==> src/slot_pkg.sv <==
/*
  Constants for the single-wire slave: clock rate, slot timing, states.
  Assumes a 100 MHz system clock; the line is sampled synchronously.
*/
package slot_pkg;
  localparam int CLK_MHZ = 100;
  localparam int CNT_W = 16;
  localparam int BYTE_W = 8;
  localparam int BIT_CNT_W = 4;
  // Times in microseconds, as printed or chosen inside the allowed range
  localparam int T_RESET_MIN_US = 480;
  localparam int T_PRES_WAIT_US = 30;
  localparam int T_PRES_LOW_US = 120;
  localparam int T_WR_SAMPLE_US = 30;
  localparam int T_RD_VALID_US = 15;
  // Cycle counts derived from the times
  localparam int RESET_MIN_CYC = T_RESET_MIN_US * CLK_MHZ;
  localparam int PRES_LOW_CYC = T_PRES_LOW_US * CLK_MHZ;
  localparam logic [CNT_W-1:0] PRES_WAIT_CYC = CNT_W'(T_PRES_WAIT_US * CLK_MHZ);
  localparam logic [CNT_W-1:0] WR_SAMPLE_CYC = CNT_W'(T_WR_SAMPLE_US * CLK_MHZ);
  // Compare one cycle early so the registered release ends the drive exactly at the end of the valid window
  localparam logic [CNT_W-1:0] RD_HOLD_CYC = CNT_W'(T_RD_VALID_US * CLK_MHZ - 1);
  localparam logic [CNT_W-1:0] CNT_ZERO = 16'h0000;
  localparam logic [CNT_W-1:0] CNT_ONE = 16'h0001;
  localparam logic [BIT_CNT_W-1:0] BITS_NONE = 4'h0;
  localparam logic [BIT_CNT_W-1:0] BITS_BYTE = 4'h8;
  localparam logic [BIT_CNT_W-1:0] BITS_LAST = 4'h7;
  localparam logic [BIT_CNT_W-1:0] BITS_STEP = 4'h1;

  typedef enum logic [4:0] {
    ST_IDLE = 5'b0_0001,
    ST_RST_LOW = 5'b0_0010,
    ST_PRES_WAIT = 5'b0_0100,
    ST_PRES_DRIVE = 5'b0_1000,
    ST_SLOT = 5'b1_0000
  } slave_state_t;
endpackage : slot_pkg

==> src/line_if.sv <==
/*
  Carrier for line events from the edge watcher to the slave sequencer.
  Assumes both ends run on the same clock.
*/
interface line_if;
  logic fall;
  logic rise;
  logic long_low;
  modport src (output fall, output rise, output long_low);
  modport dst (input fall, input rise, input long_low);
endinterface : line_if

==> src/line_watch.sv <==
/*
  Edge and long-low detector for the shared open-drain line.
  Assumes dq_in is already synchronous to clk.
*/
module line_watch
  import slot_pkg::*;
#(
  parameter int RESET_CYC = RESET_MIN_CYC
) (
  // Clock and reset
  input wire logic clk,
  input wire logic rst_n,
  // Line level
  input wire logic dq_in,
  // Events
  line_if.src ev
);
  localparam logic [CNT_W-1:0] RESET_LIM = CNT_W'(RESET_CYC - 1);

  logic dq_q;
  logic [CNT_W-1:0] low_cnt;

  wire at_limit = (low_cnt == RESET_LIM);

  always_ff @(posedge clk or negedge rst_n) begin
    if (!rst_n) begin
      dq_q <= 1'b1;
      low_cnt <= CNT_ZERO;
    end else begin
      dq_q <= dq_in;
      // Saturate so a stuck-low line never wraps into a false short pulse
      if (dq_in) begin
        low_cnt <= CNT_ZERO;
      end else if (!at_limit) begin
        low_cnt <= low_cnt + CNT_ONE;
      end
    end
  end

  assign ev.fall = dq_q & ~dq_in;
  assign ev.rise = ~dq_q & dq_in;
  assign ev.long_low = at_limit & ~dq_in;
endmodule : line_watch

==> src/slot_slave.sv <==
/*
  Slave end of the single-wire link: reset/presence, write and read slots.
  Assumes an external pull-up; dq_in is synchronous to clk. The user side
  decides which slots are read slots by loading bytes or raising status_mode.
*/
// Overview of operation
// - Master starts all signals; slave only presence.
// - After reset rise wait, then presence low.
// - Slave samples write slot between 15-60 us.
// - Slave sends data only inside read slots.
// - Slave drives zero, releases after it.
// - Read data valid 15 us after fall.
// - Bytes travel least significant bit first.
// - Commands are eight write slots each.
// - Status polls answer zero busy, one done.
module slot_slave
  import slot_pkg::*;
#(
  parameter int RESET_CYC = RESET_MIN_CYC,
  parameter int PRES_CYC = PRES_LOW_CYC
) (
  // Clock and reset
  input wire logic clk,
  input wire logic rst_n,
  // Open-drain line
  input wire logic dq_in,
  output logic dq_out,
  output logic dq_oe,
  // Received bytes
  output logic [BYTE_W-1:0] rx_byte,
  output logic rx_valid,
  // Bytes to send in read slots
  input wire logic [BYTE_W-1:0] tx_byte,
  input wire logic tx_valid,
  output logic tx_ready,
  // Completion polling
  input wire logic status_mode,
  input wire logic op_busy,
  // Link events
  output logic bus_reset,
  output logic presence_done
);
  localparam logic [CNT_W-1:0] PRES_LIM = CNT_W'(PRES_CYC);

  line_if ev ();

  line_watch #(.RESET_CYC(RESET_CYC)) u_watch (
    .clk(clk),
    .rst_n(rst_n),
    .dq_in(dq_in),
    .ev(ev)
  );

  slave_state_t state;
  slave_state_t next_state;
  logic [CNT_W-1:0] cnt;
  logic [CNT_W-1:0] next_cnt;
  logic slot_is_read;
  logic [BYTE_W-1:0] tx_sh;
  logic [BIT_CNT_W-1:0] tx_left;
  logic [BYTE_W-1:0] rx_sh;
  logic [BIT_CNT_W-1:0] rx_cnt;

  // Decode
  wire in_idle = (state == ST_IDLE);
  wire in_slot = (state == ST_SLOT);
  wire slot_start = in_idle & ev.fall;
  wire have_tx = (tx_left != BITS_NONE);
  wire start_read = slot_start & (have_tx | status_mode);
  wire read_bit = have_tx ? tx_sh[0] : ~op_busy;
  wire pres_wait_end = (state == ST_PRES_WAIT) & (cnt == PRES_WAIT_CYC);
  wire pres_end = (state == ST_PRES_DRIVE) & (cnt == PRES_LIM);
  wire wr_sample = in_slot & ~slot_is_read & (cnt == WR_SAMPLE_CYC);
  wire rd_release = in_slot & slot_is_read & (cnt == RD_HOLD_CYC);
  wire rx_last = (rx_cnt == BITS_LAST);
  wire load_tx = tx_ready & tx_valid;
  wire slot_done = in_slot & dq_in & (slot_is_read ? (cnt > RD_HOLD_CYC) : (cnt > WR_SAMPLE_CYC));

  always_comb begin
    next_state = state;
    next_cnt = cnt + CNT_ONE;
    case (state)
      ST_IDLE: begin
        next_cnt = CNT_ZERO;
        if (ev.fall) begin
          next_state = ST_SLOT;
        end
      end
      ST_RST_LOW: begin
        next_cnt = CNT_ZERO;
        if (ev.rise) begin
          next_state = ST_PRES_WAIT;
        end
      end
      ST_PRES_WAIT: begin
        if (pres_wait_end) begin
          next_state = ST_PRES_DRIVE;
          next_cnt = CNT_ZERO;
        end
      end
      ST_PRES_DRIVE: begin
        if (pres_end) begin
          next_state = ST_IDLE;
        end
      end
      ST_SLOT: begin
        // Wait for the line to come back high before arming the next slot
        if (slot_done) begin
          next_state = ST_IDLE;
        end
      end
      default: begin
        next_state = ST_IDLE;
        next_cnt = CNT_ZERO;
      end
    endcase
    // Any low past the reset minimum wins over everything else
    if (ev.long_low) begin
      next_state = ST_RST_LOW;
      next_cnt = CNT_ZERO;
    end
  end

  always_ff @(posedge clk or negedge rst_n) begin
    if (!rst_n) begin
      state <= ST_IDLE;
      cnt <= CNT_ZERO;
      slot_is_read <= 1'b0;
    end else begin
      state <= next_state;
      cnt <= next_cnt;
      if (slot_start) begin
        slot_is_read <= start_read;
      end
    end
  end

  // Line drive: only ever low or released
  always_ff @(posedge clk or negedge rst_n) begin
    if (!rst_n) begin
      dq_out <= 1'b0;
      dq_oe <= 1'b0;
    end else begin
      dq_out <= 1'b0;
      if (ev.long_low) begin
        dq_oe <= 1'b0;
      end else if (pres_wait_end) begin
        dq_oe <= 1'b1;
      end else if (pres_end) begin
        dq_oe <= 1'b0;
      end else if (start_read & ~read_bit) begin
        dq_oe <= 1'b1;
      end else if (rd_release) begin
        dq_oe <= 1'b0;
      end
    end
  end

  // Transmit shifter; a reset drops any unsent bits
  always_ff @(posedge clk or negedge rst_n) begin
    if (!rst_n) begin
      tx_sh <= '0;
      tx_left <= BITS_NONE;
      tx_ready <= 1'b0;
    end else begin
      tx_ready <= ~have_tx & ~load_tx & ~ev.long_low;
      if (ev.long_low) begin
        tx_left <= BITS_NONE;
      end else if (load_tx) begin
        tx_sh <= tx_byte;
        tx_left <= BITS_BYTE;
      end else if (start_read & have_tx) begin
        tx_sh <= {1'b0, tx_sh[BYTE_W-1:1]};
        tx_left <= tx_left - BITS_STEP;
      end
    end
  end

  // Receive shifter, LSB first, eight slots per byte
  always_ff @(posedge clk or negedge rst_n) begin
    if (!rst_n) begin
      rx_sh <= '0;
      rx_cnt <= BITS_NONE;
      rx_byte <= '0;
      rx_valid <= 1'b0;
    end else begin
      rx_valid <= wr_sample & rx_last;
      if (ev.long_low) begin
        rx_cnt <= BITS_NONE;
      end else if (wr_sample) begin
        rx_sh <= {dq_in, rx_sh[BYTE_W-1:1]};
        rx_cnt <= rx_last ? BITS_NONE : rx_cnt + BITS_STEP;
        if (rx_last) begin
          rx_byte <= {dq_in, rx_sh[BYTE_W-1:1]};
        end
      end
    end
  end

  // Link event pulses
  always_ff @(posedge clk or negedge rst_n) begin
    if (!rst_n) begin
      bus_reset <= 1'b0;
      presence_done <= 1'b0;
    end else begin
      bus_reset <= ev.long_low & (state != ST_RST_LOW);
      presence_done <= pres_end;
    end
  end
endmodule : slot_slave

==> config.mk <==
export PLATFORM = sky130hd
export DESIGN_NAME = slot_slave
export DESIGN_NICKNAME = d
export VERILOG_FILES = /design/src/slot_pkg.sv /design/src/line_if.sv /design/src/line_watch.sv /design/src/slot_slave.sv
export SDC_FILE = /design/constraint.sdc
export NUM_CORES = 1
export LEC_CHECK = 0
export ABC_AREA = 1
export BUFFER_PORTS_ARGS = -buffer_cell sky130_fd_sc_hd__buf_2
export CORE_MARGIN = 2
export CORE_UTILIZATION = 50
export CTS_BUF_LIST = sky130_fd_sc_hd__clkbuf_8 sky130_fd_sc_hd__clkbuf_16
export DETAILED_ROUTE_END_ITERATION = 8
export PLACE_DENSITY = 0.68
export SYNTH_ARGS = -nofsm -noshare
export SYNTH_HDL_FRONTEND = slang
export SYNTH_SLANG_ARGS = --single-unit
==> constraint.sdc <==
create_clock -name clk -period 1.7 [get_ports clk]
set_input_delay 0.085 -clock clk [delete_from_list [all_inputs] [get_ports clk]]
set_output_delay 0.085 -clock clk [all_outputs]
set_load 0.005 [all_outputs]
==> results_dict.tcl <==
set metrics [dict create \
    status "finished, violations left" \
    violations "setup timing" \
    p_leak_nw 2.50 \
    instances_no_fill 674 \
    synth_ff_type "dfrtp_1" \
    firstDrtPassIters 5 \
    finalSetupViolCount 5 \
    min_period_ns 1.73 \
    post_drt_wl_per_cell_um 14.4 \
    ff_latch_area_um2 1880 \
    hold_class "input port to register" \
    cts_tree "done" \
    grt_pass1_wl_um 14800 \
    min_period_over_period_pct 102 \
    peakVddDrop_uv 783 \
    dieWidth_um 94.6 \
    port_buffers 26 \
    clk_latency_ns 0.36 \
    cts.clk_slew.worst_paths_ns 0.09 \
    syn_avg_cell_area_um2 8.35 \
    fmax_mhz 577 \
    path_max_fanout 6 \
    slew_violations 0 \
    ant_nets 0 \
    clock-root-buffer "clkbuf_8" \
    powerDensity_nw_per_um2 1010 \
    syn_to_final_growth_pct 29.1 \
    power.total_mw 5.36 \
    antenna_cells 0 \
    slowest_delay_ns 0.41 \
    drv_cap 0 \
    antenna_found_initial 0 \
    path_class "register to register" \
    start_kind "register" \
    dp_hpwl_um 6270 \
    ys_seq_elements 75 \
    dp_cells 641 \
    drc 0 \
    ioPinCount 28 \
    fin_nets 584 \
    ys_warn_count 0 \
    yosysTopAreaCell "dfrtp_1" \
    first_iter_violations 210 \
    routed_wl_um 9720 \
    n_fill_cell 638 \
    grt_pass1_vias 3297 \
    num_rows 33 \
    async_flop_share_pct 100 \
    start_util_pct 50.7 \
    grt_max_degree 44 \
    syn_area_um2 4100 \
    htree_num_levels 3 \
    critPathArrivalTime_ns 1.99 \
    rsz0062_at_grt "yes" \
    synthesis.instances 491 \
    synth_edf_count 0 \
    place_ws_ns -0.0310 \
    cts.sink_count 75 \
    final_layout_size_suffix_gt1_share_pct 32.9 \
    place.gp.congestion 0.956 \
    worstPathRequired_ns 1.96 \
    coreArea_um2 8090 \
    vias_per_cell 5.31 \
    grt-ovfl-total 0 \
    dieArea_um2 8940 \
    whs_ns 0.0137 \
    finClkSkew_ns 0.0109 \
    ys_types 45 \
    cts_buffers 9 \
    gr-usage-all-layers_pct 21.3 \
    crit_path_cell_trace "inv_1 > ha_2 > nand3_2 > nor2_4 > nand2_4 > nor3_4 > buf_6 > nand3_4 > nand2_1 > o21ai_1" \
    hold_violations 0 \
    dr_total_vias 3579 \
    cts.path.max_buffers 2 \
    synth.top_cell.area_share_pct 44.5 \
    cp-end-kind "register" \
    crit_slowest_cell "dfrtp_1" \
    synth.area.top_cells "dfrtp_1 (45%), nand2_1 (8.1%), inv_1 (5.9%)" \
    syn_nets 511 \
    multi_input_area_um2 2220 \
    fin_ws_ns -0.0328 \
    die_h_um 94.6 \
    ys_seq_area_share_pct 45.8 \
]
-- state kept, by name, indices dropped and copies added, names as in the netlist, 4 cells and up --
register         cells
cnt                 16
state                5
u_watch.low_cnt     16
tx_left              4
rx_cnt               4
tx_sh                8
rx_byte              8
rx_sh                7
-- placed cells by master (no fill, tap or decap), types with 5 or more instances in the layout --
| cell | Yosys | final |
|---|---|---|
| nor2_2 | 8 | 11 |
| nand3_1 | 42 | 33 |
| inv_1 | 64 | 63 |
| o21ai_0 | 9 | 7 |
| nor3_1 | 18 | 16 |
| nand3_4 | 0 | 5 |
| nor2_4 | 1 | 5 |
| dfrtp_1 | 73 | 72 |
| a21oi_1 | 10 | 10 |
| nand3_2 | 7 | 12 |
| nand2_1 | 88 | 75 |
| o21ai_2 | 11 | 16 |
| mux2i_1 | 7 | 7 |
| buf_4 | 2 | 39 |
| nand4_1 | 11 | 11 |
| buf_2 | 6 | 25 |
| inv_2 | 5 | 5 |
| xor2_1 | 11 | 11 |
| o21ai_1 | 12 | 8 |
| clkbuf_8 | 0 | 9 |
| nand2_4 | 2 | 9 |
| nand2_2 | 4 | 9 |
| nor2_1 | 52 | 45 |
-- through the flow --
stage                     TNS [ns]  instance area [um^2]  util, %
after detailed placement    -0.157                  4530     55.9
after global routing         -1.90                  5290     65.4
after CTS                  -0.0314                  4840     59.8
after floorplan                  0                  4100        -
final                      -0.0737                  5290     65.4
after global placement           0                  4530     55.9
-- critical path, delay by kind of cell, from the launching register on --
family	cells	cell delay (ns)
flip-flops	1	0.41
adder cells (fa/ha/maj)	1	0.18
AO/OA/AOI/OAI	1	0.05
AND/OR/NAND/NOR	6	0.76
buffers and inverters	2	0.23
-- report_power, final --
| group | switching [mW] | internal, mW | total, mW |
|---|---|---|---|
| clock | 0.734 | 0.988 | 1.72 |
| sequential | 0.190 | 2.02 | 2.21 |
| combinational | 0.833 | 0.595 | 1.43 |
-- cells by family after synthesis --
family	count (synthesis)	synth area share [%]
simple gates	250	30.1
buf+inv	83	8.72
compound gates	56	8.97
xor+xnor	13	2.78
other cells	1	0.0914
fa+ha+maj	6	1.83
flops	75	45.8
mux	7	1.71
-- layout make-up --
| cell class | instances | share of cell area [%] |
|---|---|---|
| clock buffer | 9 | 2.34 |
| clock inverter | 7 | 2.34 |
| timing repair buffer | 73 | 10.4 |
| inverter | 69 | 4.94 |
| sequential | 75 | 35.5 |
| multi-input combinational | 336 | 42.0 |
| tap | 105 | 2.48 |
-- routing by layer --
| layer | global-route usage [%] | part of all wire (%) | vias to the layer above |
|---|---|---|---|
| li1 | - | - | 1761 |
| met3 | 5.19 | 3.5 | 26 |
| met4 | 7.13 | 2.8 | 0 |
| met1 | 26.6 | 43 | 1708 |
| met2 | 36.1 | 51 | 84 |
| met5 | 0 | 0 | - |
-- cells in the mapped netlist (all sizes together), types with 2 or more instances --
| cell type | number |
|---|---|
| nand2 | 94 |
| dfrtp | 73 |
| inv | 69 |
| nor2 | 61 |
| nand3 | 49 |
| o21ai | 33 |
| nor3 | 22 |
| buf | 12 |
| a21oi | 11 |
| nand4 | 11 |
| xor2 | 11 |
| mux2i | 7 |
| ha | 6 |
| nor4 | 6 |
| a31oi | 4 |
| o31ai | 4 |
| nor3b | 3 |
| clkbuf | 2 |
| dfstp | 2 |
| or2 | 2 |
| xnor2 | 2 |
-- final timing paths --
check,startpoint,to,slack [ns],cells past startpoint
setup / recovery,cnt[0],rx_byte[6],-0.03,10
hold / removal,tx_byte[0],tx_sh[0],0.01,3
setup reg to reg,cnt[0],rx_byte[6],-0.03,10
hold reg to reg,tx_sh[7],tx_sh[7],0.48,2
max in group asynchronous,rst_n,state[0],0.86,3
min in group asynchronous,rst_n,cnt[8],0.20,2
-- what timing repair did --
item / CTS / global route
gates resized for setup: 4 / 73
setup endpoints to repair: 13 / 56
pin swaps: 0 / 12
gates cloned: 0 / 3
hold endpoints to repair: 35 / 0
buffers inserted: 0 / 10
hold buffers: 4 / 0
(Power assumes the default switching activity.)
